--- src/inc/slfs_defs.svh ---
`ifndef SLFS_DEFS_SVH
`define SLFS_DEFS_SVH

// ********************************************************************
// register map (word addresses on the avalon bus)
// ********************************************************************
`define SLFS_ADDR_LINE_STATUS 4'h0
`define SLFS_ADDR_FRAME_STATUS 4'h1
`define SLFS_ADDR_FRAME_IE 4'h2
`define SLFS_ADDR_RECEIVE_STATUS 4'h3
`define SLFS_ADDR_MODE 4'h4

// ********************************************************************
// line status fields
// ********************************************************************
`define SLFS_LS_TX_ACTIVE 5
`define SLFS_LS_SEARCH 4
`define SLFS_LS_CTS 3
`define SLFS_LS_DCD 2
`define SLFS_LS_TX_EN 1
`define SLFS_LS_RX_EN 0
`define SLFS_LS_TXRST_MASK 8'h2A
`define SLFS_LS_RXRST_MASK 8'h05

// ********************************************************************
// frame and receive status fields
// ********************************************************************
`define SLFS_FS_END 7
`define SLFS_FS_VALID_MASK 8'hFC
`define SLFS_RESET_VALUE 8'h00

// ********************************************************************
// mode encodings
// ********************************************************************
`define SLFS_MODE_ASYNC 2'h0
`define SLFS_MODE_BYTE 2'h1
`define SLFS_MODE_BIT 2'h2

`endif

--- src/inc/slfs_pkg.sv ---
`default_nettype none
`include "slfs_defs.svh"

package slfs_pkg;

  typedef enum logic [1:0] {
    SLFS_ASYNC = 2'b00,
    SLFS_BYTE = 2'b01,
    SLFS_BIT = 2'b10,
    SLFS_RSVD = 2'b11
  } slfs_mode_t;

  typedef enum logic [0:0] {
    SLFS_IDLE = 1'b0,
    SLFS_ACK = 1'b1
  } slfs_bus_t;

  typedef struct packed {
    logic cts_meta;
    logic cts_sync;
    logic dcd_meta;
    logic dcd_sync;
    logic search;
    logic tx_en;
    logic rx_en;
    logic [7:0] frame_status;
    logic [7:0] frame_ie;
    logic [7:0] receive_status;
    slfs_mode_t mode;
    slfs_bus_t bus;
    logic [7:0] rdata;
  } slfs_state_t;

endpackage : slfs_pkg

`default_nettype wire

--- src/logic/slfs_status.sv ---
`timescale 1ns/1ps
`default_nettype none
`include "slfs_defs.svh"

// Function
// - line status ignores all host writes
// - transmitter reset clears bits five, three, one
// - receiver reset clears bits two, zero
// - hard, channel reset or stop clear all
// - line status never raises an interrupt
// - line status bits seven, six read zero
// - bit five shows sending in bit mode
// - search set by command, cleared on edge
// - bit three follows clear-to-send level
// - bit two follows carrier-detect level
// - bit one shows transmitter enabled state
// - bit zero shows receiver enabled state
// - frame status holds last bit-mode frame
// - writing one clears a frame status bit
// - rx, channel reset or stop clear frame
// - only frame end bit may interrupt
// - end-of-message read copies status bits 7..2
// - same read clears receive status register
// - frame bits mirror receive bits; 1..0 zero
// - frame-end interrupt on frame status load
// - interrupt needs frame bit and enable set
module slfs_status
  import slfs_pkg::*;
(
  input wire logic mclk,
  input wire logic srst,
  input wire logic ce,
  input wire logic [3:0] avs_address,
  input wire logic avs_read,
  input wire logic avs_write,
  input wire logic [31:0] avs_writedata,
  input wire logic [3:0] avs_byteenable,
  output logic [31:0] avs_readdata,
  output logic avs_waitrequest,
  input wire logic cts_pin,
  input wire logic dcd_pin,
  input wire logic tx_sending,
  input wire logic cmd_tx_reset,
  input wire logic cmd_rx_reset,
  input wire logic cmd_channel_reset,
  input wire logic cmd_tx_enable,
  input wire logic cmd_tx_disable,
  input wire logic cmd_rx_enable,
  input wire logic cmd_rx_disable,
  input wire logic cmd_enter_search,
  input wire logic rx_level_change,
  input wire logic system_stop,
  input wire logic [7:0] rx_status_set,
  input wire logic rx_eom_read,
  output logic [7:0] line_status,
  output logic [7:0] frame_status,
  output logic [7:0] receive_status,
  output logic frame_irq
);

  slfs_state_t st_r;
  slfs_state_t st_nxt;
  logic [7:0] ls_view;
  logic wr_hit;
  logic rd_hit;

  // ******************************************************************
  // line status view
  // ******************************************************************
  always_comb begin
    ls_view = `SLFS_RESET_VALUE;
    ls_view[`SLFS_LS_TX_ACTIVE] = (st_r.mode == SLFS_BIT) &&
                                  tx_sending && st_r.tx_en;
    ls_view[`SLFS_LS_SEARCH] = (st_r.mode != SLFS_ASYNC) &&
                               st_r.search;
    ls_view[`SLFS_LS_CTS] = st_r.cts_sync && st_r.tx_en;
    ls_view[`SLFS_LS_DCD] = st_r.dcd_sync && st_r.rx_en;
    ls_view[`SLFS_LS_TX_EN] = st_r.tx_en;
    ls_view[`SLFS_LS_RX_EN] = st_r.rx_en;
  end

  function automatic logic [7:0] slfs_w1c(input logic [7:0] cur,
                                           input logic [7:0] wd);
    slfs_w1c = cur & ~wd;
  endfunction : slfs_w1c

  assign wr_hit = avs_write && avs_byteenable[0] && (st_r.bus == SLFS_IDLE);
  assign rd_hit = avs_read && (st_r.bus == SLFS_IDLE);

  // ******************************************************************
  // next state
  // ******************************************************************
  always_comb begin
    st_nxt = st_r;
    st_nxt.cts_meta = cts_pin;
    st_nxt.cts_sync = st_r.cts_meta;
    st_nxt.dcd_meta = dcd_pin;
    st_nxt.dcd_sync = st_r.dcd_meta;

    // receive status collects events from the receiver
    st_nxt.receive_status = (st_r.receive_status | rx_status_set) &
                            `SLFS_FS_VALID_MASK;

    // host bus
    case (st_r.bus)
      SLFS_IDLE: begin
        if (rd_hit || (avs_write && !avs_read)) begin
          st_nxt.bus = SLFS_ACK;
        end
      end
      SLFS_ACK: begin
        st_nxt.bus = SLFS_IDLE;
      end
      default: begin
        st_nxt.bus = SLFS_IDLE;
      end
    endcase

    if (rd_hit) begin
      case (avs_address)
        `SLFS_ADDR_LINE_STATUS: st_nxt.rdata = ls_view;
        `SLFS_ADDR_FRAME_STATUS: st_nxt.rdata = st_r.frame_status;
        `SLFS_ADDR_FRAME_IE: st_nxt.rdata = st_r.frame_ie;
        `SLFS_ADDR_RECEIVE_STATUS: st_nxt.rdata = st_r.receive_status;
        `SLFS_ADDR_MODE: st_nxt.rdata = {6'h00, st_r.mode};
        default: st_nxt.rdata = `SLFS_RESET_VALUE;
      endcase
    end

    // line status has no write path at all
    if (wr_hit) begin
      case (avs_address)
        `SLFS_ADDR_FRAME_STATUS: begin
          st_nxt.frame_status = slfs_w1c(st_r.frame_status,
                                         avs_writedata[7:0]);
        end
        `SLFS_ADDR_FRAME_IE: begin
          st_nxt.frame_ie = avs_writedata[7:0] & 8'h80;
        end
        `SLFS_ADDR_RECEIVE_STATUS: begin
          // a receiver event in the clear cycle must not be lost
          st_nxt.receive_status = (slfs_w1c(st_r.receive_status,
                                            avs_writedata[7:0]) |
                                   rx_status_set) & `SLFS_FS_VALID_MASK;
        end
        `SLFS_ADDR_MODE: begin
          st_nxt.mode = slfs_mode_t'(avs_writedata[1:0]);
        end
        default: begin
        end
      endcase
    end

    // end-of-message read: load after clear so the load wins
    if (rx_eom_read && st_r.mode == SLFS_BIT) begin
      st_nxt.frame_status = st_r.receive_status &
                            `SLFS_FS_VALID_MASK;
      st_nxt.receive_status = `SLFS_RESET_VALUE;
    end

    // channel commands
    if (cmd_enter_search) begin
      st_nxt.search = 1'b1;
    end else if (rx_level_change) begin
      st_nxt.search = 1'b0;
    end
    if (cmd_tx_enable) begin
      st_nxt.tx_en = 1'b1;
    end
    if (cmd_tx_disable) begin
      st_nxt.tx_en = 1'b0;
    end
    if (cmd_rx_enable) begin
      st_nxt.rx_en = 1'b1;
    end
    if (cmd_rx_disable) begin
      st_nxt.rx_en = 1'b0;
    end
    if (cmd_tx_reset) begin
      st_nxt.tx_en = 1'b0;
    end
    if (cmd_rx_reset) begin
      st_nxt.rx_en = 1'b0;
      st_nxt.frame_status = `SLFS_RESET_VALUE;
      st_nxt.receive_status = `SLFS_RESET_VALUE;
    end
    if (cmd_channel_reset || system_stop) begin
      st_nxt.tx_en = 1'b0;
      st_nxt.rx_en = 1'b0;
      st_nxt.search = 1'b0;
      st_nxt.frame_status = `SLFS_RESET_VALUE;
      st_nxt.receive_status = `SLFS_RESET_VALUE;
    end
  end

  // ******************************************************************
  // state register
  // ******************************************************************
  always_ff @(posedge mclk) begin
    if (srst) begin
      st_r <= '0;
    end else if (ce) begin
      st_r <= st_nxt;
    end
  end

  // cts/dcd bits are gated by the enables so resets clear them too
  assign line_status = ls_view;
  assign frame_status = st_r.frame_status;
  assign receive_status = st_r.receive_status;
  assign frame_irq = |(st_r.frame_status & st_r.frame_ie);
  assign avs_readdata = {24'h000000, st_r.rdata};
  assign avs_waitrequest = (avs_read || avs_write) && (st_r.bus == SLFS_IDLE);

endmodule : slfs_status

`default_nettype wire

--- config.mk ---
export PLATFORM = sky130hd
export DESIGN_NAME = slfs_status
export DESIGN_NICKNAME = d
export VERILOG_FILES = /design/src/inc/slfs_pkg.sv /design/src/logic/slfs_status.sv
export VERILOG_INCLUDE_DIRS = /design/src /design/src/inc
export SDC_FILE = /design/constraint.sdc
export NUM_CORES = 1
export LEC_CHECK = 0
export ABC_CLOCK_PERIOD_IN_PS = 2500
export BUFFER_PORTS_ARGS = -buffer_cell sky130_fd_sc_hd__buf_2
export CORE_MARGIN = 2
export CORE_UTILIZATION = 48
export DETAILED_ROUTE_END_ITERATION = 16
export PLACE_DENSITY = 0.86
export SLEW_MARGIN = 40
export SYNTH_ARGS = -nofsm -noshare
export SYNTH_HDL_FRONTEND = slang
export SYNTH_SLANG_ARGS = --single-unit
export TNS_END_PERCENT = 50
--- constraint.sdc ---
create_clock -name mclk -period 2.5 [get_ports mclk]
set_input_delay 0.25 -clock mclk [delete_from_list [all_inputs] [get_ports mclk]]
set_output_delay 0.25 -clock mclk [all_outputs]
set_load 0.02 [all_outputs]
==> impl_metrics.csv <==
group,metric,value,unit
timing,slew-limit-headroom,61.5,%
timing,fin_skew,0.00383,ns
timing,whs,0.199,ns
clocking,cts_inserted_buffers,5,
synthesis,syn_area_per_cell,8.40,um2
critical_path,path_cells,"nand3b_4 -> nor4_4 -> o221ai_1 -> and3b_1",
cells_and_area,diodes,0,
power,p_per_area,467,nW/um2
critical_path,cp-end-kind,"flop",
timing,fmax,625,MHz
timing,slew_viol_final,0,
cells_and_area,drive_gt1_share,30.6,%
critical_path,slowest_stage,"nor4_4",
synthesis,synth-seq-cells,33,
floorplan,row_count,24,
cells_and_area,multi_input_area,1170,um2
place,dpl.hpwl,3.89,mm
timing,tightest_slew,0.574,ns
critical_path,path_buf_inv,0,
clocking,tritoncts,"done",
global_routing,grt_pass1_wl,8.11,mm
place,place_area,2290,um2
clocking,post-cts-setup-buffer-count,0,
clocking,clock_sinks,33,
place,gp_congestion,0.867,
place,dp_cells,348,
drt,ant_nets,0,
synthesis,netlist_instances,263,
min_path,hold_start,"cts_pin",
floorplan,initial_core_util,50.4,%
min_path,whs_path_depth,3,
critical_path,r2r_end,"frame_status[1]",
min_path,whs_endpoint,"st_nxt[40]",
cells_and_area,fillers,422,
timing,fin_tns_setup,0,ns
timing,setup_viol,0,
cells_and_area,fin_nets,370,
place,post-place-ws,0.866,ns
drt,first_iter_violations,158,
timing,fin_ws,0.901,ns
synthesis,syn_area,2210,um2
global_routing,grt_pass1_vias,1720,
clocking,cts_root_buffer,"clkbuf_8",
global_routing,grt_max_degree,33,
drt,drc,0,
synthesis,synth_edf_count,0,
drt,drt_wl_total,5.16,mm
clocking,cts.path.max_buffers,2,
floorplan,core-area,4380,um2
critical_path,crit_path_start,"st_r[8]",
cells_and_area,final_area,2370,um2
cells_and_area,final_util,54.0,%
floorplan,pin_count,125,
synthesis,synth_cell_types,48,
critical_path,crit_fanout,9,
timing,rsz0062_at_grt,"false",
power,vdd_drop_max,0.000200,V
critical_path,worst-setup-path-type,"reg2reg",
critical_path,cp.required,2.68,ns
clocking,clk_pin_slew,0.07,ns
synthesis,async_flop_share,0,%
clocking,hold_buffers,0,
place,port_buffers,67,
clocking,worstSkewPairLatency,0.29,ns
floorplan,die_w,71.9,um
critical_path,cpPeakStageDelay,0.52,ns
floorplan,die_h,71.9,um
critical_path,r2r-start,"st_r[8]",
global_routing,grtUsageTotal,20.2,%
global_routing,antenna_found_initial,0,
synthesis,synth-seq-area-share,29.9,%
power,p_leak,1.07,nW
cells_and_area,syn2layout_area_growth,7.13,%
timing,fin_crit,1.60,ns
cells_and_area,register_area,661,um2
critical_path,r2r_setup_slack,0.90,ns
critical_path,arrival,1.78,ns
cells_and_area,final_cells,356,
synthesis,yosys_warnings,0,
drt,first_pass_iters,4,
clocking,ctsResizeCount,0,
global_routing,grt.overflow.total,0,
synthesis,ys.flop_type,"dfxtp_1",
critical_path,start_kind,"flop",
drt,post_drt_wl_per_cell,14.5,um
drt,vias,1905,
drt,avgViaCountPerCell,5.35,
timing,finalCritPeriodShare,64.0,%
power,p_total,1.11,mW
job,cap_violations,0,
floorplan,die_area,5160,um2
timing,hold_viol,0,
run_status,outcome,"complete, no violations",
critical_path,r2r_cells,4,
min_path,hp-class,"in2reg",
critical_path,cp_top_family,"simple AND/OR/NAND/NOR gates",
clocking,htreeDepth,2,
-- power breakdown --
| group | internal (mW) | switching, mW | total (mW) |
|---|---|---|---|
| sequential | 0.534 | 0.00741 | 0.541 |
| combinational | 0.0557 | 0.122 | 0.177 |
| clock | 0.198 | 0.189 | 0.387 |
| total | 0.787 | 0.318 | 1.11 |
-- layout make-up --
| class | instances | share of cell area [%] |
|---|---|---|
| clock buffer | 8 | 3.38 |
| multi-input combinational | 184 | 49.6 |
| timing repair buffer | 69 | 14.8 |
| inverter | 10 | 1.59 |
| tap | 52 | 2.75 |
| sequential | 33 | 27.9 |
-- cells by family (layout without fill, tap and decap cells) --
| family | after synthesis | count (layout) | share of synthesized area, % |
|---|---|---|---|
| DFF | 33 | 33 | 29.9 |
| other | 1 | 28 | 0.170 |
| buffers and inverters | 73 | 87 | 21.6 |
| AOI/OAI and AO/OA | 61 | 61 | 19.7 |
| and+or+nand+nor | 83 | 83 | 23.2 |
| muxes | 12 | 12 | 5.44 |
-- registers in the layout, indices dropped and copies added (netlist names) --
name	cells
avs_readdata	8
frame_status	8
st_r	7
receive_status	6
line_status	2
st_nxt	2
-- synthesized netlist by cell type (4+ instances only) --
| master | number | area share (%) |
|---|---|---|
| buf_2 | 6 | 1.4 |
| a32oi_1 | 8 | 3.2 |
| nor2_1 | 27 | 4.6 |
| and3b_1 | 4 | 1.6 |
| clkbuf_1 | 4 | 0.68 |
| a21oi_1 | 15 | 3.4 |
| o21ai_0 | 11 | 2.5 |
| nand3b_1 | 4 | 1.4 |
| nor2b_1 | 5 | 1.4 |
| buf_4 | 52 | 18 |
| dfxtp_1 | 33 | 30 |
| inv_1 | 10 | 1.7 |
| mux2i_1 | 12 | 5.4 |
| nand2_1 | 16 | 2.7 |
-- tightest hold or removal path, cell delays in order --
cell	delay [ns]
buf_2	0.08
mux2i_1	0.05
nor2_1	0.07
-- placed cells by master (no fill, tap or decap), types with 3 or more instances in the layout --
cell type / Yosys / layout
conb_1: 1 / 28
nand2b_1: 3 / 3
a21oi_1: 15 / 15
nand3_1: 3 / 3
dfxtp_1: 33 / 33
nand2_1: 16 / 16
nor3_1: 3 / 3
nor2b_1: 5 / 5
a32oi_1: 8 / 8
o21ai_0: 11 / 11
and2_1: 3 / 3
and3b_1: 4 / 4
nand3b_1: 4 / 4
inv_1: 10 / 10
buf_2: 6 / 67
nor2_1: 27 / 27
a211o_2: 3 / 3
mux2i_1: 12 / 12
clkbuf_1: 4 / 3
clkbuf_8: 0 / 5
a21o_1: 3 / 3
o22a_2: 3 / 3
-- how the worst max path moves through the flow --
| stage | to | slack [ns] | cells after the start |
|---|---|---|---|
| 2_1_floorplan | frame_status[6] | 1.20 | 4 |
| 3_3_place_gp | frame_status[1] | 0.88 | 5 |
| 3_5_place_dp | frame_status[1] | 0.87 | 5 |
| 4_1_cts | frame_status[1] | 0.93 | 4 |
| 5_1_grt | frame_status[3] | 0.79 | 4 |
| 6_report | frame_status[1] | 0.90 | 4 |
-- metal layers --
metal  part of all wire (%)  global-route usage [%]  vias to the layer above
met1                     41                    24.9                      879
met4                    2.3                    8.39                        0
met2                     49                    33.6                       90
met5                      0                       0                        -
li1                       -                       -                      926
met3                    8.2                    5.20                       10
No activity file was read; power rests on OpenSTA's default activity.
